## src/pkg/ccr_cfg.svh

```systemverilog
`ifndef CCR_CFG_SVH
`define CCR_CFG_SVH

// Register byte offsets on the Wishbone word bus
`define CCR_OFF_CTRL1     8'h00
`define CCR_OFF_CTRL2     8'h04
`define CCR_OFF_SHARED    8'h08
`define CCR_OFF_PORT      8'h0c
`define CCR_OFF_DIR       8'h10
`define CCR_OFF_ANSEL     8'h14
`define CCR_OFF_IRQ_STAT  8'h18
`define CCR_OFF_IRQ_MASK  8'h1c

// Comparator control register fields
`define CCR_CTL_ENABLE    7
`define CCR_CTL_RESULT    6
`define CCR_CTL_DRIVE     5
`define CCR_CTL_INVERT    4
`define CCR_CTL_SPEED     3
`define CCR_CTL_REFIN     2
`define CCR_CTL_CHAN_HI   1
`define CCR_CTL_CHAN_LO   0

// Shared status and reference source register fields
`define CCR_SHR_MIRROR1   7
`define CCR_SHR_MIRROR2   6
`define CCR_SHR_REFSRC1   5
`define CCR_SHR_REFSRC2   4

// Pins that carry the comparator outputs
`define CCR_PIN_CMP1      0
`define CCR_PIN_CMP2      1

// Reset values
`define CCR_CTRL_RST      8'h00
`define CCR_REFSRC_RST    2'h0
`define CCR_DIR_RST       8'hff
`define CCR_ANSEL_RST     8'hff
`define CCR_MASK_RST      2'h0
`define CCR_STAT_RST      2'h0

`endif

```

## src/pkg/ccr_pkg.sv

```systemverilog
`default_nettype none

package ccr_pkg;

    typedef struct packed {
        logic        result;
        logic        latch;
        logic        evt;
        logic        pin_out;
        logic        pin_oe_n;
    } ccr_chan_s;

    typedef struct packed {
        logic [1:0]  stat;
        logic [1:0]  mask;
        logic        irq;
    } ccr_irq_s;

    typedef struct packed {
        logic [7:0]  ctrl1;
        logic [7:0]  ctrl2;
        logic [1:0]  refsrc;
        logic [7:0]  dir;
        logic [7:0]  ansel;
        logic        ack;
        logic [31:0] rdat;
    } ccr_top_s;

endpackage : ccr_pkg

`default_nettype wire

```

## src/rtl/ccr_top.sv

```systemverilog
// Function
// - Speed bit picks high-speed or low-power mode
// - Reference bit picks reference line or pin
// - Channel field routes one of four pins
// - Analog pins read as zero from port
// - Shared register mirrors both results, bits 7:6
// - Both mirrors sampled in the same cycle
// - Shared read leaves mismatch latches untouched
// - Source bit picks programmable or fixed reference
// - Reference line reaches comparator only via reference bit
// - Shared register low nibble reads zero
// - Invert bit flips result before store and pin
// - Drive bit puts result on pin (core enabled, its dir bit clear) or keeps internal
//
// The Wishbone slave port and the register addresses were chosen for this implementation.
`include "ccr_cfg.svh"
`default_nettype none

module ccr_top
(
    input  wire logic        sys_clk_in,
    input  wire logic        rst_n_in,
    input  wire logic        wb_cyc_in,
    input  wire logic        wb_stb_in,
    input  wire logic        wb_we_in,
    input  wire logic [7:0]  wb_adr_in,
    input  wire logic [3:0]  wb_sel_in,
    input  wire logic [31:0] wb_dat_in,
    output logic      [31:0] wb_dat_out,
    output logic             wb_ack_out,
    input  wire logic        cmp1_raw_in,
    input  wire logic        cmp2_raw_in,
    input  wire logic [7:0]  port_pin_in,
    output logic             cmp1_enable_out,
    output logic             cmp1_speed_sel_out,
    output logic             cmp1_ref_input_sel_out,
    output logic      [1:0]  cmp1_neg_channel_sel_out,
    output logic             cmp1_refsrc_sel_out,
    output logic             cmp1_pin_out,
    output logic             cmp1_pin_oe_n_out,
    output logic             cmp2_enable_out,
    output logic             cmp2_speed_sel_out,
    output logic             cmp2_ref_input_sel_out,
    output logic      [1:0]  cmp2_neg_channel_sel_out,
    output logic             cmp2_refsrc_sel_out,
    output logic             cmp2_pin_out,
    output logic             cmp2_pin_oe_n_out,
    output logic             irq_out
);

    ccr_pkg::ccr_top_s st_r;
    ccr_pkg::ccr_top_s st_nxt;

    logic       req;
    logic       wr_lo;
    logic       rd;
    logic       cmp1_result;
    logic       cmp2_result;
    logic [1:0] evt;
    logic [1:0] latch_upd;
    logic [1:0] irq_stat;
    logic [1:0] irq_mask;
    logic       clr_wr;
    logic       mask_wr;

    // One request per bus cycle; the ack cycle itself is not a new request
    assign req   = wb_cyc_in & wb_stb_in & ~st_r.ack;
    // No register is wider than eight bits, so only lane 0 carries data
    assign wr_lo = req & wb_we_in & wb_sel_in[0];
    assign rd    = req & ~wb_we_in;

    // Only a control register read refreshes a mismatch latch
    assign latch_upd[0] = rd && (wb_adr_in == `CCR_OFF_CTRL1);
    assign latch_upd[1] = rd && (wb_adr_in == `CCR_OFF_CTRL2);

    assign clr_wr  = wr_lo && (wb_adr_in == `CCR_OFF_IRQ_STAT);
    assign mask_wr = wr_lo && (wb_adr_in == `CCR_OFF_IRQ_MASK);

    always_comb
    begin
        st_nxt = st_r;
        st_nxt.ack = req;
        if (wr_lo)
        begin
            case (wb_adr_in)
                `CCR_OFF_CTRL1:
                begin
                    st_nxt.ctrl1 = wb_dat_in[7:0];
                end
                `CCR_OFF_CTRL2:
                begin
                    st_nxt.ctrl2 = wb_dat_in[7:0];
                end
                `CCR_OFF_SHARED:
                begin
                    // Mirror bits are read only; low nibble has no storage
                    st_nxt.refsrc = {wb_dat_in[`CCR_SHR_REFSRC1],
                                     wb_dat_in[`CCR_SHR_REFSRC2]};
                end
                `CCR_OFF_DIR:
                begin
                    st_nxt.dir = wb_dat_in[7:0];
                end
                `CCR_OFF_ANSEL:
                begin
                    st_nxt.ansel = wb_dat_in[7:0];
                end
                default:
                begin
                    st_nxt.dir = st_r.dir;
                end
            endcase
        end
        if (rd)
        begin
            st_nxt.rdat = 32'h0000_0000;
            case (wb_adr_in)
                `CCR_OFF_CTRL1:
                begin
                    st_nxt.rdat[7:0] = st_r.ctrl1;
                    st_nxt.rdat[`CCR_CTL_RESULT] = cmp1_result;
                end
                `CCR_OFF_CTRL2:
                begin
                    st_nxt.rdat[7:0] = st_r.ctrl2;
                    st_nxt.rdat[`CCR_CTL_RESULT] = cmp2_result;
                end
                `CCR_OFF_SHARED:
                begin
                    // Both mirrors come from flops of the same edge
                    st_nxt.rdat[`CCR_SHR_MIRROR1] = cmp1_result;
                    st_nxt.rdat[`CCR_SHR_MIRROR2] = cmp2_result;
                    st_nxt.rdat[`CCR_SHR_REFSRC1] = st_r.refsrc[1];
                    st_nxt.rdat[`CCR_SHR_REFSRC2] = st_r.refsrc[0];
                    st_nxt.rdat[3:0] = 4'h0;
                end
                `CCR_OFF_PORT:
                begin
                    st_nxt.rdat[7:0] = port_pin_in & ~st_r.ansel;
                end
                `CCR_OFF_DIR:
                begin
                    st_nxt.rdat[7:0] = st_r.dir;
                end
                `CCR_OFF_ANSEL:
                begin
                    st_nxt.rdat[7:0] = st_r.ansel;
                end
                `CCR_OFF_IRQ_STAT:
                begin
                    st_nxt.rdat[1:0] = irq_stat;
                end
                `CCR_OFF_IRQ_MASK:
                begin
                    st_nxt.rdat[1:0] = irq_mask;
                end
                default:
                begin
                    st_nxt.rdat = 32'h0000_0000;
                end
            endcase
        end
    end

    always_ff @(posedge sys_clk_in or negedge rst_n_in)
    begin
        if (!rst_n_in)
        begin
            st_r.ctrl1  <= `CCR_CTRL_RST;
            st_r.ctrl2  <= `CCR_CTRL_RST;
            st_r.refsrc <= `CCR_REFSRC_RST;
            st_r.dir    <= `CCR_DIR_RST;
            st_r.ansel  <= `CCR_ANSEL_RST;
            st_r.ack    <= 1'b0;
            st_r.rdat   <= 32'h0000_0000;
        end
        else
        begin
            st_r <= st_nxt;
        end
    end

    ccr_chan u_chan1
    (
        .sys_clk_in   (sys_clk_in),
        .rst_n_in     (rst_n_in),
        .raw_in       (cmp1_raw_in),
        .enable_in    (st_r.ctrl1[`CCR_CTL_ENABLE]),
        .invert_in    (st_r.ctrl1[`CCR_CTL_INVERT]),
        .drive_en_in  (st_r.ctrl1[`CCR_CTL_DRIVE]),
        .dir_in       (st_r.dir[`CCR_PIN_CMP1]),
        .latch_upd_in (latch_upd[0]),
        .result_out   (cmp1_result),
        .evt_out      (evt[0]),
        .pin_out      (cmp1_pin_out),
        .pin_oe_n_out (cmp1_pin_oe_n_out)
    );

    ccr_chan u_chan2
    (
        .sys_clk_in   (sys_clk_in),
        .rst_n_in     (rst_n_in),
        .raw_in       (cmp2_raw_in),
        .enable_in    (st_r.ctrl2[`CCR_CTL_ENABLE]),
        .invert_in    (st_r.ctrl2[`CCR_CTL_INVERT]),
        .drive_en_in  (st_r.ctrl2[`CCR_CTL_DRIVE]),
        .dir_in       (st_r.dir[`CCR_PIN_CMP2]),
        .latch_upd_in (latch_upd[1]),
        .result_out   (cmp2_result),
        .evt_out      (evt[1]),
        .pin_out      (cmp2_pin_out),
        .pin_oe_n_out (cmp2_pin_oe_n_out)
    );

    ccr_irq u_irq
    (
        .sys_clk_in (sys_clk_in),
        .rst_n_in   (rst_n_in),
        .set_in     (evt),
        .clr_wr_in  (clr_wr),
        .mask_wr_in (mask_wr),
        .wdat_in    (wb_dat_in[1:0]),
        .stat_out   (irq_stat),
        .mask_out   (irq_mask),
        .irq_out    (irq_out)
    );

    assign wb_dat_out = st_r.rdat;
    assign wb_ack_out = st_r.ack;

    // Analog controls come straight from the register flops
    assign cmp1_enable_out          = st_r.ctrl1[`CCR_CTL_ENABLE];
    assign cmp1_speed_sel_out       = st_r.ctrl1[`CCR_CTL_SPEED];
    assign cmp1_ref_input_sel_out   = st_r.ctrl1[`CCR_CTL_REFIN];
    assign cmp1_neg_channel_sel_out =
        st_r.ctrl1[`CCR_CTL_CHAN_HI:`CCR_CTL_CHAN_LO];
    assign cmp1_refsrc_sel_out      = st_r.refsrc[1];
    assign cmp2_enable_out          = st_r.ctrl2[`CCR_CTL_ENABLE];
    assign cmp2_speed_sel_out       = st_r.ctrl2[`CCR_CTL_SPEED];
    assign cmp2_ref_input_sel_out   = st_r.ctrl2[`CCR_CTL_REFIN];
    assign cmp2_neg_channel_sel_out =
        st_r.ctrl2[`CCR_CTL_CHAN_HI:`CCR_CTL_CHAN_LO];
    assign cmp2_refsrc_sel_out      = st_r.refsrc[0];

    wb_ack_pulse_a: assert property (@(posedge sys_clk_in)
        disable iff (!rst_n_in)
        (wb_cyc_in && wb_stb_in && !wb_ack_out) |=> wb_ack_out ##1 !wb_ack_out)
        else $error("ack not a single cycle after request");

    speed_sel_a: assert property (@(posedge sys_clk_in) disable iff (!rst_n_in)
        (wr_lo && wb_adr_in == 8'h04)
        |=> cmp2_speed_sel_out == $past(wb_dat_in[3]))
        else $error("speed select not taken from write");

    ref_input_a: assert property (@(posedge sys_clk_in) disable iff (!rst_n_in)
        (wr_lo && wb_adr_in == 8'h04)
        |=> cmp2_ref_input_sel_out == $past(wb_dat_in[2]))
        else $error("reference input select not taken from write");

    neg_channel_a: assert property (@(posedge sys_clk_in)
        disable iff (!rst_n_in)
        (wr_lo && wb_adr_in == 8'h04)
        |=> cmp2_neg_channel_sel_out == $past(wb_dat_in[1:0]))
        else $error("channel select not taken from write");

    port_analog_a: assert property (@(posedge sys_clk_in)
        disable iff (!rst_n_in)
        (rd && wb_adr_in == 8'h0c)
        |=> wb_dat_out[7:0] == ($past(port_pin_in) & ~st_r.ansel))
        else $error("analog pin did not read as zero");

    mirror_read_a: assert property (@(posedge sys_clk_in)
        disable iff (!rst_n_in)
        (rd && wb_adr_in == 8'h08)
        |=> wb_dat_out[7:6] == {$past(cmp1_result), $past(cmp2_result)})
        else $error("mirror bits differ from results");

    shared_low_a: assert property (@(posedge sys_clk_in) disable iff (!rst_n_in)
        (rd && wb_adr_in == 8'h08) |=> wb_dat_out[3:0] == 4'h0)
        else $error("shared register low nibble not zero");

    refsrc_sel_a: assert property (@(posedge sys_clk_in) disable iff (!rst_n_in)
        (wr_lo && wb_adr_in == 8'h08)
        |=> {cmp1_refsrc_sel_out, cmp2_refsrc_sel_out}
            == $past(wb_dat_in[5:4]))
        else $error("reference source select not taken from write");

    latch_keep_a: assert property (@(posedge sys_clk_in)
        disable iff (!rst_n_in)
        (rd && wb_adr_in == 8'h08) |-> latch_upd == 2'h0)
        else $error("shared read touched a mismatch latch");

endmodule : ccr_top

`default_nettype wire

```

## src/rtl/ccr_chan.sv

```systemverilog
`default_nettype none

module ccr_chan
(
    input  wire logic sys_clk_in,
    input  wire logic rst_n_in,
    input  wire logic raw_in,
    input  wire logic enable_in,
    input  wire logic invert_in,
    input  wire logic drive_en_in,
    input  wire logic dir_in,
    input  wire logic latch_upd_in,
    output logic      result_out,
    output logic      evt_out,
    output logic      pin_out,
    output logic      pin_oe_n_out
);

    ccr_pkg::ccr_chan_s st_r;
    ccr_pkg::ccr_chan_s st_nxt;

    always_comb
    begin
        st_nxt = st_r;
        // Disabled comparator reads back as zero
        st_nxt.result = enable_in & (raw_in ^ invert_in);
        // Mismatch latch follows only a read of the control register
        if (latch_upd_in)
        begin
            st_nxt.latch = st_r.result;
        end
        st_nxt.evt = (st_r.result != st_r.latch);
        st_nxt.pin_out = st_nxt.result;
        st_nxt.pin_oe_n = ~(drive_en_in & enable_in & ~dir_in);
    end

    always_ff @(posedge sys_clk_in or negedge rst_n_in)
    begin
        if (!rst_n_in)
        begin
            st_r <= '0;
            st_r.pin_oe_n <= 1'b1;
        end
        else
        begin
            st_r <= st_nxt;
        end
    end

    assign result_out   = st_r.result;
    assign evt_out      = st_r.evt;
    assign pin_out      = st_r.pin_out;
    assign pin_oe_n_out = st_r.pin_oe_n;

    pin_drive_a: assert property (@(posedge sys_clk_in) disable iff (!rst_n_in)
        (drive_en_in && enable_in && !dir_in) |=> !pin_oe_n_out ##0
        (pin_out == result_out))
        else $error("pin not driven when all three enables hold");

    pin_hold_a: assert property (@(posedge sys_clk_in) disable iff (!rst_n_in)
        !(drive_en_in && enable_in && !dir_in) |=> pin_oe_n_out)
        else $error("pin driven while an enable is off");

    invert_res_a: assert property (@(posedge sys_clk_in) disable iff (!rst_n_in)
        (enable_in && invert_in) |=> result_out == !$past(raw_in))
        else $error("inverted result wrong");

    change_evt_a: assert property (@(posedge sys_clk_in) disable iff (!rst_n_in)
        (result_out != $past(result_out)) && !$past(latch_upd_in)
        && ($past(result_out) == st_r.latch) |=> evt_out)
        else $error("output change raised no event");

endmodule : ccr_chan

`default_nettype wire

```

## src/rtl/ccr_irq.sv

```systemverilog
`include "ccr_cfg.svh"
`default_nettype none

module ccr_irq
(
    input  wire logic       sys_clk_in,
    input  wire logic       rst_n_in,
    input  wire logic [1:0] set_in,
    input  wire logic       clr_wr_in,
    input  wire logic       mask_wr_in,
    input  wire logic [1:0] wdat_in,
    output logic      [1:0] stat_out,
    output logic      [1:0] mask_out,
    output logic            irq_out
);

    ccr_pkg::ccr_irq_s st_r;
    ccr_pkg::ccr_irq_s st_nxt;

    always_comb
    begin
        st_nxt = st_r;
        if (clr_wr_in)
        begin
            st_nxt.stat = st_r.stat & ~wdat_in;
        end
        // Set after clear so an event in the clearing cycle is kept
        st_nxt.stat = st_nxt.stat | set_in;
        if (mask_wr_in)
        begin
            st_nxt.mask = wdat_in;
        end
        st_nxt.irq = |(st_nxt.stat & st_nxt.mask);
    end

    always_ff @(posedge sys_clk_in or negedge rst_n_in)
    begin
        if (!rst_n_in)
        begin
            st_r <= {`CCR_STAT_RST, `CCR_MASK_RST, 1'b0};
        end
        else
        begin
            st_r <= st_nxt;
        end
    end

    assign stat_out = st_r.stat;
    assign mask_out = st_r.mask;
    assign irq_out  = st_r.irq;

    set_wins_a: assert property (@(posedge sys_clk_in) disable iff (!rst_n_in)
        (set_in != 2'h0) |=> ((stat_out & $past(set_in)) == $past(set_in)))
        else $error("event lost against a clear");

    irq_gate_a: assert property (@(posedge sys_clk_in) disable iff (!rst_n_in)
        (mask_out == 2'h0) && !mask_wr_in |=> !irq_out)
        else $error("interrupt raised while fully masked");

endmodule : ccr_irq

`default_nettype wire

```

## config.mk

```make
export PLATFORM = sky130hd
export DESIGN_NAME = ccr_top
export DESIGN_NICKNAME = d
export VERILOG_FILES = /design/src/pkg/ccr_pkg.sv /design/src/rtl/ccr_top.sv /design/src/rtl/ccr_chan.sv /design/src/rtl/ccr_irq.sv
export VERILOG_INCLUDE_DIRS = /design/src /design/src/pkg
export SDC_FILE = /design/constraint.sdc
export NUM_CORES = 1
export LEC_CHECK = 0
export BUFFER_PORTS_ARGS = -buffer_cell sky130_fd_sc_hd__buf_2
export CAP_MARGIN = 5
export CORE_ASPECT_RATIO = 1.4
export CORE_MARGIN = 4
export CORE_UTILIZATION = 36
export DETAILED_ROUTE_END_ITERATION = 12
export GPL_TIMING_DRIVEN = 1
export HOLD_SLACK_MARGIN = 0.15
export MAX_ROUTING_LAYER = met4
export PLACE_DENSITY = 0.69
export SLEW_MARGIN = 0
export SYNTH_ARGS = -nofsm -noshare
export SYNTH_HDL_FRONTEND = slang
export SYNTH_HIERARCHICAL = 1
export SYNTH_SLANG_ARGS = --single-unit
```

## constraint.sdc

```tcl
create_clock -name sys_clk_in -period 4.57 [get_ports sys_clk_in]
set_input_delay 0.6855 -clock sys_clk_in [delete_from_list [all_inputs] [get_ports sys_clk_in]]
set_output_delay 0.6855 -clock sys_clk_in [all_outputs]
set_load 0.005 [all_outputs]
```

Yosys cells after proc, flatten, opt, wreduce, memory -nomap -nowiden

Cells that the tools add are included.

Register bits after elaboration: 56
Output and inout port bits: 50

Muxes and demuxes: 4
Bitwise logic cells: 25
Equal/unequal tests: 9
Reduce and logical (&&, ||, !) cells: 11

Operators with widths:

| kind                 | number |
|---|---|
| $pmux W6 S6          | 1 |
| $eq A8 B5 Y1 const B | 4 |
| $eq A8 B4 Y1 const B | 2 |
| $pmux W2 S7          | 1 |
| $and A1 B1 Y1        | 11 |
| $reduce_and A2 Y1    | 5 |
| $and A8 B8 Y8        | 1 |
| $eq A8 B3 Y1 const B | 1 |
| $logic_not A8 Y1     | 1 |
| $not A8 Y8           | 1 |
| $not A1 Y1           | 6 |
| $and A2 B2 Y2        | 2 |
| $logic_and A1 B1 Y1  | 4 |
| $mux W2              | 2 |
| $ne A1 B1 Y1         | 2 |
| $not A2 Y2           | 1 |
| $or A2 B2 Y2         | 1 |
| $reduce_or A2 Y1     | 1 |
| $xor A1 B1 Y1        | 2 |

Depth between registers and ports, before layout

Gate-level depths: netlist (run 1).

Depth in word-level cells: 9
Gate-level depth with buffers: 8
Gate-level depth less buffers: 7

Modules after synthesis

Netlist (run 1), hierarchy kept.

By module, submodules not included:

| module   | times used | cells an instance | area an instance (um2) |
|---|---|---|---|
| ccr_top  | 1          | 242               | 2573.7 |
| ccr_chan | 2          | 10                | 155.1 |
| ccr_irq  | 1          | 12                | 182.7 |

Worst setup path after synthesis (run 1)

OpenSTA, ideal clock, no wires.

Kind: input port to flip-flop
Start: input wb_adr_in[5]
End: register u_irq.st_r (netlist bit u_irq/irq_out)
Required time: 4.449 ns
Arrival time: 2.140 ns
Path slack: 2.309 ns
Stages: 7
Library setup time: 0.121 ns
Cells stage by stage: or3_1 clkbuf_1 nor2_1 nand4_1 nor2_1 mux2_4 a22o_1

RTL lines:

| element                | RTL line      | source |
|---|---|---|
| start: declaration     | ccr_top.sv:26 | `input wire logic [7:0] wb_adr_in,` |
| end signal: assignment | ccr_irq.sv:40 | `` st_r <= {`CCR_STAT_RST, `CCR_MASK_RST, 1'b0}; `` |
| end signal: assignment | ccr_irq.sv:44 | `st_r <= st_nxt;` |
| end: declaration       | ccr_irq.sv:17 | `ccr_pkg::ccr_irq_s st_r;` |

Worst setup path in the final report (run 1)

Start: input wb_adr_in[2]
End: register st_r (netlist bit cmp2_ref_input_sel_out)

Cells in the longest elaborated chain, start to end: 2

RTL lines:

| element                     | RTL line       | source |
|---|---|---|
| $eq A8 B3 Y1                | ccr_top.sv:85  | `case (wb_adr_in)` |
| $reduce_and A2 Y1 (no line) | n/a            |  |
| end signal: assignment      | ccr_top.sv:179 | `st_r <= st_nxt;` |
| end: declaration            | ccr_top.sv:51  | `ccr_pkg::ccr_top_s st_r;` |

Every way passes these cells.
A chain may end at the register's enable or synchronous reset.

==> flow_summary_export.csv, run 1 <==
group,metric,value,unit
sta,worst_slew_pin_slew,677.9,ps
finish,seq_area,1374,µm²
synthesis,synth_flop_cell,"dfrtp_1",
global_routing,grt_pass1_vias,2092,
sta,fin_tns_setup,0,ps
setup_path,cp.required,4750,ps
setup_path,cp-start-kind,"input port",
setup_path,cp-endpoint,"cmp2_ref_input_sel_out",
die,chipWidth,86.01,µm
sta,rsz0062_at_grt,"false",
finish,diodes,0,
pwr,p_sw,0.0002319,W
synthesis,synth-warning-count,6,
cts,cts_tree,"done",
pwr,powerDensity,315.0,nW/µm²
finish,syn2layout_area_growth,11.42,%
synthesis,synth_area,3067,µm²
global_routing,grt_max_degree,55,
finish,finalNetCount,370,
setup_path,cp_max_fo,30,
die,ios,109,
sta,min_period_over_period,50.85,%
cts,cts_made_buffers,5,
global_routing,grt_use_met1,17.05,%
global_routing,grt_pass1_wl,10910,µm
synthesis,ys_async_sr_fraction,100.0,%
place,place_area,3218,µm²
setup_path,r2r_slack,2660,ps
synthesis,synth-edff-count,0,
flow_run,max-cap-violations,0,
global_routing,grt-busiest-layer,"met2",
status,status,"finished, final reports clean",
pwr,p_sw_share,21.55,%
place,portBuffers,57,
sta,setup_viol,0,
setup_path,critPathCaptureType,"flip-flop",
die,die_y,117.2,µm
place,place_hpwl,5180,µm
cts,root_buffer,"clkbuf_16",
synthesis,syn_area_per_cell,11.19,µm²
sta,timing.final.crit_period,2324,ps
cts,post_cts_buffers,0,
cts,cts_hold_buf,0,
sta,hold_viol,0,
drt,vias,2057,
die,dieArea,10080,µm²
setup_path,crit_type,"input port to flip-flop",
place,place.gp.congestion,0.9039,
finish,fill_cells,789,
die,core,8247,µm²
drt,drtPass1Iterations,4,
cts,numClockSinks,54,
sta,fin_ws,2246,ps
cts,clkLatencyLatePin,300,ps
pwr,comb_power_share,7.7,%
drt,drt_wl_total,6925,µm
setup_path,timing.rr.start,"wb_ack_out",
pwr,max-vdd-ir-drop,0.1223,mV
synthesis,syn_inst,274,
die,rows,39,
sta,relSlewSlack,54.81,%
sta,clock_skew,6.144,ps
cts,cts.htree.levels,2,
pwr,leakage,1.624,nW
drt,drc,0,
synthesis,yosysSeqAreaShare,44.80,%
pwr,power.share.clock,46.6,%
global_routing,grt_use_met2,23.78,%
sta,drv_slew,0,
sta,fmax,430.4,MHz
drt,vias_per_cell,4.969,
cts,clk_pin_slew,60,ps
setup_path,crit_arrival,2500,ps
finish,multi_input_area,1413,µm²
place,pre_cts_ws,1933,ps
drt,wire_per_inst,16.73,µm
pwr,seq_power_share,45.6,%
synthesis,synthDistinctLibCells,57,
setup_path,reg2reg_to,"st_r[37]",
global_routing,antenna_found_initial,0,
drt,ant_nets,0,
global_routing,grtUsageTotal,14.72,%
worst_hold_path,hp-class,"flip-flop to flip-flop",
setup_path,startpoint,"wb_adr_in[2]",
finish,final_util,41.44,%
cts,cts_repair_resize_count,0,
finish,design_area,3417,µm²
finish,drive_above_1_share,40.06,%
cts,clockBufferDepth,2,
drt,first_iter_violations,166,
synthesis,synth_seq_cells,54,
global_routing,grt_overflow,0,
pwr,p_int,0.0008444,W
die,initial_utilization,37.19,%
global_routing,use_met3,3.641,%
setup_path,rr_worst_depth,4,
## power by group through the flow
| stage | sequential (W) | clock, W | combinational (W) |
|---|---|---|---|
| floorplan | 0.000499 | 0 | 0.0000634 |
| global placement | 0.000499 | 0 | 0.0000820 |
| detailed placement | 0.000500 | 0 | 0.0000837 |
| CTS | 0.000491 | 0.000511 | 0.0000838 |
| global route | 0.000492 | 0.000530 | 0.0000936 |
| finish | 0.000491 | 0.000502 | 0.0000834 |
## routing by layer
metal / wire [µm] / share of wire (%)
met2: 3414 / 49
met4: 225 / 3.2
met5: 0 / 0
met1: 2849 / 41
met3: 435 / 6.3
## critical path, cell delays in order
cell	delay, ps
buf_2	420
or4b_1	660
nor2_4	350
mux2_2	380
## layout by cell type, fill, tap and decap left out, types with 2 or more instances in the layout
cell type / n
o2111ai_1: 2
or3_1: 2
dfrtp_1: 36
mux2i_1: 7
dfstp_2: 18
mux2_1: 5
o21ai_0: 8
o2bb2ai_1: 3
clkbuf_16: 5
nand2_1: 11
a21o_1: 2
and2_1: 4
bufinv_16: 2
nor4_1: 2
a22o_1: 4
buf_2: 57
conb_1: 24
nor2_1: 12
mux2_2: 28
nand2b_1: 3
nor2b_1: 8
mux2_4: 3
nand4_1: 4
nor2_4: 3
a31oi_1: 3
nand3_1: 5
a22oi_1: 5
xor2_1: 4
a21oi_1: 2
nand3b_1: 5
inv_1: 3
nor3_1: 5
nand4b_1: 2
## kinds of logic after synthesis
logic type / after synthesis / share of synthesized area (%)
compound gates: 36 / 8.446
xor+xnor: 4 / 1.142
buf+inv: 54 / 11.95
flops: 54 / 44.80
mux: 43 / 15.87
other cells: 1 / 0.1223
simple gates: 82 / 17.67
## how the worst min path moves through the flow
stage | from | end | depth (start not counted)
global route | st_r[64] | u_chan1/pin_oe_n_out | 1
detailed placement | st_r[64] | u_chan1/pin_oe_n_out | 1
floorplan | rst_n_in | cmp1_enable_out | 0
CTS | st_r[64] | u_chan1/pin_oe_n_out | 1
finish | st_r[64] | u_chan1/pin_oe_n_out | 1
global placement | u_chan1/evt_out | u_irq/stat_out[0] | 1
## stage by stage
stage	total power [W]	std cells	hold WS, ps
6_report	0.001076	414	465.4
5_1_grt	0.001115	414	476.9
4_1_cts	0.001086	414	463.8
3_5_place_dp	0.0005835	406	442.0
3_3_place_gp	0.0005815	406	452.1
2_1_floorplan	0.0005621	297	389.9
## Yosys cell counts, types with 5 or more instances
master,number,share of area (%)
a22oi_1,5,1.2
nand2_1,11,1.3
o21ai_0,8,1.3
nand3_1,5,0.82
nand3b_1,5,1.2
mux2i_1,7,2.3
dfrtp_1,36,29
nor2_1,12,1.5
nor2b_1,8,1.6
buf_4,39,9.5
mux2_1,5,1.8
buf_2,8,1.3
mux2_2,28,10
dfstp_2,18,15
nor3_1,5,0.82
## registers in the layout (all words and copies together) (netlist names), 2 cells and up
signal	count
cmp1_neg_channel_sel_out	2
cmp2_neg_channel_sel_out	2
st_r	20
u_irq/mask_out	2
u_irq/stat_out	2
wb_dat_out	8
## final cells by class
class | instances | area share, %
clock buffer | 6 | 4.064
clock inverter | 2 | 1.758
inverter | 3 | 0.3295
multi-input combinational | 189 | 41.34
sequential | 54 | 40.21
tap | 102 | 3.735
timing repair buffer | 58 | 8.568
Power figures use the tool's default switching activity.
==> inputs of run 2 (changes only) <==
--- a/config.mk
+++ b/config.mk
@@ -6,6 +6,7 @@
 export SDC_FILE = /design/constraint.sdc
 export NUM_CORES = 1
 export LEC_CHECK = 0
+export ABC_AREA = 1
 export BUFFER_PORTS_ARGS = -buffer_cell sky130_fd_sc_hd__buf_2
 export CAP_MARGIN = 5
 export CORE_ASPECT_RATIO = 1.4
@@ -15,7 +16,7 @@
 export GPL_TIMING_DRIVEN = 1
 export HOLD_SLACK_MARGIN = 0.15
 export MAX_ROUTING_LAYER = met4
-export PLACE_DENSITY = 0.69
+export PLACE_DENSITY = 0.71
 export SLEW_MARGIN = 0
 export SYNTH_ARGS = -nofsm -noshare
 export SYNTH_HDL_FRONTEND = slang
==> constraint.sdc (replaced) <==
create_clock -name sys_clk_in -period 2.09 [get_ports sys_clk_in]
set_input_delay 0.3135 -clock sys_clk_in [delete_from_list [all_inputs] [get_ports sys_clk_in]]
set_output_delay 0.3135 -clock sys_clk_in [all_outputs]
set_load 0.005 [all_outputs]
==> run 2 against run 1 <==
Global-route usage is 0.70 points higher. Sequential share of layout area rose by 0.48 points. Combinational power grew 83%. Non-clock buffer count up 6. Final cell count up 31%. First-iteration DRC count grew 12%. Critical path type is now flip-flop to flip-flop. Flip-flop and latch count stayed put. Setup slack worse by 1800 ps. Sequential power is 120% higher. Largest cell class is now flip-flops and latches.
==> flow_summary_export.csv, run 2 <==
group,metric,value,unit
sta,fin_hold_ws,246.7,ps
setup_path,critPathCaptureType,"flip-flop",
pwr,leakage,1.814,nW
cts,cts.htree.levels,2,
cts,clockBufferDepth,2,
synthesis,syn_inst,393,
setup_path,timing.critical_path.cells,"nor2_2 > nand2_2 > nor2_8 > inv_1 > nor4_1 > inv_1 > nand2_1 > nand2_2 > nand2_1 > nand2_1",
finish,design_area,3377,µm²
drt,vias_per_cell,4.618,
place,portBuffers,57,
global_routing,grt_pass1_vias,2489,
sta,relSlewSlack,62.32,%
drt,vias,2512,
sta,clock_skew,3.078,ps
status,status,"finished, final reports clean",
synthesis,synthDominantCellAreaShare,29.78,%
setup_path,cpLargestDelayFamily,"simple AND/OR/NAND/NOR gates",
finish,layout_commonest_cell,"nand2_1",
cts,cts_tree,"done",
place,place_hpwl,5629,µm
sta,fin_tns_setup,0,ps
drt,drtPass1Iterations,4,
cts,cts_made_buffers,5,
global_routing,grt_pass1_wl,11780,µm
die,die_y,116.5,µm
sta,drv_slew,0,
drt,drc,0,
synthesis,synth_area,3025,µm²
finish,mostFrequentLayoutCells,"nand2_1, buf_2, inv_1, nand3_1, dfrtp_1",
finish,top_register,"st_r",
die,chipWidth,85.48,µm
cts,post_cts_buffers,0,
setup_path,cp.required,2270,ps
cts,clkLatencyLatePin,290,ps
finish,fill_cells,864,
synthesis,synth-warning-count,6,
setup_path,cp-start-kind,"flip-flop",
finish,syn2layout_area_growth,11.62,%
synthesis,yosysSeqAreaShare,45.41,%
synthesis,synth.cells.most_frequent,"nand2_1, buf_4, inv_1",
synthesis,synth_seq_cells,54,
sta,fin_ws,449.7,ps
drt,ant_nets,0,
synthesis,yosysTopAreaCell,"dfrtp_1",
die,ios,109,
synthesis,synthDistinctLibCells,22,
sta,min_period_over_period,78.48,%
global_routing,grtUsageTotal,15.43,%
pwr,power,0.002034,W
die,dieArea,9955,µm²
place,place_area,3224,µm²
sta,setup_viol,0,
pwr,max-vdd-ir-drop,0.3129,mV
worst_hold_path,hp-class,"input port to flip-flop",
die,rows,39,
place,place.gp.congestion,0.9063,
die,core,8198,µm²
global_routing,antenna_found_initial,0,
global_routing,grt_overflow,0,
finish,diodes,0,
setup_path,crit_type,"flip-flop to flip-flop",
setup_path,crit_arrival,1820,ps
sta,worst_slew_pin_slew,563.2,ps
setup_path,cp_max_fo,3,
synthesis,syn_area_per_cell,7.698,µm²
finish,drive_above_1_share,24.89,%
synthesis,synth-edff-count,0,
cts,numClockSinks,54,
setup_path,cp_common_cell,"nand2_1",
global_routing,grt_max_degree,24,
cts,root_buffer,"clkbuf_16",
synthesis,synth_flop_cell,"dfrtp_1",
finish,seq_area,1374,µm²
setup_path,slowest_stage,"dfrtp_1",
pwr,powerDensity,602.3,nW/µm²
drt,first_iter_violations,186,
sta,hold_viol,0,
finish,multi_input_area,1231,µm²
sta,timing.final.crit_period,1640,ps
drt,wire_per_inst,13.35,µm
place,pre_cts_ws,425.2,ps
cts,clk_pin_slew,70,ps
sta,fmax,609.7,MHz
flow_run,max-cap-violations,0,
synthesis,ys_async_sr_fraction,100.0,%
setup_path,crit_buf_inv,2,
synthesis,synth.most_common_cell,"nand2_1",
sta,rsz0062_at_grt,"false",
drt,drt_wl_total,7264,µm
finish,largest_reg_flops,20,
setup_path,slowest_delay,390,ps
synthesis,synth.area.top_cells,"dfrtp_1, dfstp_2, nand2_1",
die,initial_utilization,36.90,%
finish,finalNetCount,500,
## run 2: changes by cell type after synthesis, moves of 8 or more
cell / previous run / this run
o21ai_1: 1 / 34
nand2_1: 11 / 124
nor2b_1: 8 / 0
nor2_1: 12 / 28
inv_1: 3 / 40
mux2_2: 28 / 0
o21ai_0: 8 / 0
nand3_1: 5 / 39
## run 2: where the power goes
group / total, W / switching, W / internal, W / leakage [nW]
clock: 0.000819 / 0.000373 / 0.000445 / 0.0708
sequential: 0.00106 / 0.00000577 / 0.00106 / 0.657
combinational: 0.000153 / 0.000106 / 0.0000467 / 1.09
## run 2: through the flow
stage,util (%),cells
5_1_grt,41.19,544
4_1_cts,41.19,544
3_3_place_gp,39.33,535
6_report,41.19,544
3_5_place_dp,39.33,535
2_1_floorplan,-,416
## run 2: kinds of logic after synthesis
| group | share of synthesized area [%] |
|---|---|
| other cells | 0.1240 |
| simple gates | 31.51 |
| buf+inv | 16.75 |
| flops | 45.41 |
| compound gates | 6.203 |
## run 2: path summary, 6_finish.rpt
check	startpoint	endpoint	slack [ps]	depth (start not counted)
min reg2reg	u_chan2/evt_out	u_irq/stat_out[1]	470	2
min in group asynchronous	rst_n_in	wb_ack_out	520	2
max in group asynchronous	rst_n_in	u_chan2/pin_oe_n_out	860	3
min	wb_dat_in[6]	st_r[39]	250	3
max reg2reg	wb_ack_out	u_irq/irq_out	450	10
max	wb_ack_out	u_irq/irq_out	450	10
## run 2: worst reg2reg max path, stage by stage, from the launching register on
cell and delay (ps):
dfrtp_1 390, nor2_2 120, nand2_2 110, nor2_8 110, inv_1 60, nor4_1 350, inv_1 110, nand2_1 100
nand2_2 50, nand2_1 70, nand2_1 60
## run 2: routing by layer
metal	vias to the layer above	GRT usage, %	share of wire (%)
met1	1152	17.08	39
met5	-	-	0
li1	1256	-	-
met3	17	2.258	4.8
met4	0	7.392	2.9
met2	87	27.13	54
## run 2: final cells by class
class,instances,area share [%]
sequential,54,40.68
multi-input combinational,273,36.46
timing repair buffer,64,10.08
inverter,43,4.780
clock buffer,6,3.816
tap,102,3.779
clock inverter,2,0.4076
## run 2: timing repair
item | in CTS | in global routing
hold endpoints to repair | 9 | 0
gates resized for setup | 0 | 0
hold buffers | 1 | 0
==> inputs of run 3 (changes only) <==
--- a/config.mk
+++ b/config.mk
@@ -16,7 +16,7 @@
 export GPL_TIMING_DRIVEN = 1
 export HOLD_SLACK_MARGIN = 0.15
 export MAX_ROUTING_LAYER = met4
-export PLACE_DENSITY = 0.71
+export PLACE_DENSITY = 0.69
 export SLEW_MARGIN = 0
 export SYNTH_ARGS = -nofsm -noshare
 export SYNTH_HDL_FRONTEND = slang
==> constraint.sdc (replaced) <==
create_clock -name sys_clk_in -period 1.6 [get_ports sys_clk_in]
set_input_delay 0.24 -clock sys_clk_in [delete_from_list [all_inputs] [get_ports sys_clk_in]]
set_output_delay 0.24 -clock sys_clk_in [all_outputs]
set_load 0.005 [all_outputs]
==> run 3 against run 2 <==
Non-clock buffer count increased by 4. Sequential power up 31%. Worst hold slack got worse by 71 ps. Critical endpoint unchanged. Largest cell class unchanged. Largest power group unchanged.
==> flow_summary_export.csv, run 3 (synthesized netlist as in run 2, its figures left out) <==
group,metric,value,unit
setup_path,crit_type,"flip-flop to flip-flop",
global_routing,grt_pass1_vias,2479,
drt,ant_nets,0,
sta,timing.final.crit_period,1446,ps
drt,vias,2524,
setup_path,cp-start-kind,"flip-flop",
drt,drc,0,
setup_path,cp_max_fo,3,
finish,layout_commonest_cell,"nand2_1",
drt,first_iter_violations,133,
drt,drtPass1Iterations,4,
die,initial_utilization,36.90,%
global_routing,grtUsageTotal,15.46,%
pwr,p_sw_share,23.41,%
global_routing,grt_pass1_wl,11690,µm
sta,min_period_over_period,90.36,%
cts,root_buffer,"clkbuf_16",
setup_path,cpLargestDelayFamily,"simple AND/OR/NAND/NOR gates",
finish,drive_above_1_share,25.78,%
setup_path,crit_arrival,1630,ps
cts,clockBufferDepth,2,
setup_path,critPathCaptureType,"flip-flop",
pwr,powerDensity,766.9,nW/µm²
setup_path,slowest_stage,"dfrtp_1",
sta,clock_skew,6.383,ps
place,placedCellCount,539,
pwr,comb_power_share,8.0,%
place,pre_cts_ws,79.71,ps
sta,setup_viol,0,
place,portBuffers,57,
setup_path,slowest_delay,390,ps
finish,largest_reg_flops,20,
die,die_y,116.5,µm
die,ios,109,
drt,wire_per_inst,13.37,µm
pwr,max-vdd-ir-drop,0.4888,mV
flow_run,max-cap-violations,0,
finish,syn2layout_area_growth,14.31,%
setup_path,cp_common_cell,"nand2_1",
finish,mostFrequentLayoutCells,"nand2_1, buf_2, inv_1, nand3_1, dfrtp_1",
pwr,power.share.clock,39.7,%
finish,finalNetCount,504,
cts,clk_pin_slew,70,ps
pwr,power,0.002652,W
setup_path,crit_buf_inv,2,
cts,cts_made_buffers,5,
cts,cts_tree,"done",
pwr,leakage,1.844,nW
finish,top_register,"st_r",
drt,vias_per_cell,4.606,
place,place.gp.congestion,0.8903,
global_routing,antenna_found_initial,0,
sta,hold_viol,0,
cts,numClockSinks,54,
pwr,p_int,0.002031,W
sta,drv_slew,0,
cts,cts.htree.levels,2,
global_routing,grt_overflow,0,
sta,fin_ws,154.2,ps
place,place_hpwl,5637,µm
finish,fill_cells,871,
die,rows,39,
sta,fmax,691.7,MHz
cts,clkLatencyLatePin,290,ps
die,chipWidth,85.48,µm
pwr,seq_power_share,52.3,%
setup_path,timing.critical_path.cells,"nor2_2 > nand2_2 > nor2_8 > inv_1 > nor4_4 > inv_1 > nand2_1 > nand2_2 > nand2_1 > nand2_1",
worst_hold_path,hp-class,"input port to flip-flop",
status,status,"finished, final reports clean",
global_routing,grt_max_degree,23,
setup_path,cp.required,1790,ps
pwr,p_sw,0.0006210,W
finish,final_cells,548,
sta,fin_hold_ws,176.0,ps
sta,fin_tns_setup,0,ps
die,core,8198,µm²
finish,diodes,0,
drt,drt_wl_total,7325,µm
die,dieArea,9955,µm²
[run 3: per-stage QoR]
stage          cell area (µm²)  util [%]
6_report                  3458     42.19
3_5_place_dp              3279     40.00
5_1_grt                   3458     42.19
3_3_place_gp              3279     40.00
2_1_floorplan             3112         -
4_1_cts                   3430     41.83
[run 3: layout make-up]
type                    count  area [µm²]  share of cell area [%]
inverters                  43       161.4                   4.667
flip-flops and latches     54        1374                   39.73
clock buffers               7       132.6                   3.835
repair buffers             68       395.4                   11.43
clock inverters             1       7.507                  0.2171
well taps                 102       127.6                   3.690
multi-input cells         273        1260                   36.43
[run 3: worst paths after layout]
check / slack (ps) / startpoint / depth (start not counted) / to
min in group asynchronous: 440 / rst_n_in / 2 / wb_ack_out
worst max register to register: 150 / wb_ack_out / 10 / u_irq/irq_out
worst max-delay path: 150 / wb_ack_out / 10 / u_irq/irq_out
worst min-delay path: 180 / wb_dat_in[6] / 3 / st_r[47]
max in group asynchronous: 590 / rst_n_in / 3 / u_chan2/pin_oe_n_out
worst min register to register: 470 / st_r[47] / 2 / st_r[47]
[run 3: power groups by stage]
stage / Sequential [W] / Clock, W / Combinational [W]
after floorplan: 0.00141 / 0 / 0.000138
after global placement: 0.00141 / 0 / 0.000202
after detailed placement: 0.00141 / 0 / 0.000206
after CTS: 0.00139 / 0.00108 / 0.000208
after global routing: 0.00139 / 0.00111 / 0.000240
final: 0.00139 / 0.00105 / 0.000211
[run 3: per-layer routing]
metal | GRT usage [%] | wire (µm)
met1 | 16.83 | 2735
met4 | 7.814 | 301
met3 | 1.764 | 399
met2 | 27.70 | 3888
met5 | - | 0
[run 3: tightest hold or removal path, stage by stage]
cell and delay (ps):
buf_2 100, inv_1 60, o21ai_1 60
[run 3: what timing repair did]
action,4_1_cts,5_1_grt
buffers inserted,0,0
hold endpoints to repair,12,0
setup endpoints to repair,0,9
hold buffers,1,0
resized for setup,0,4
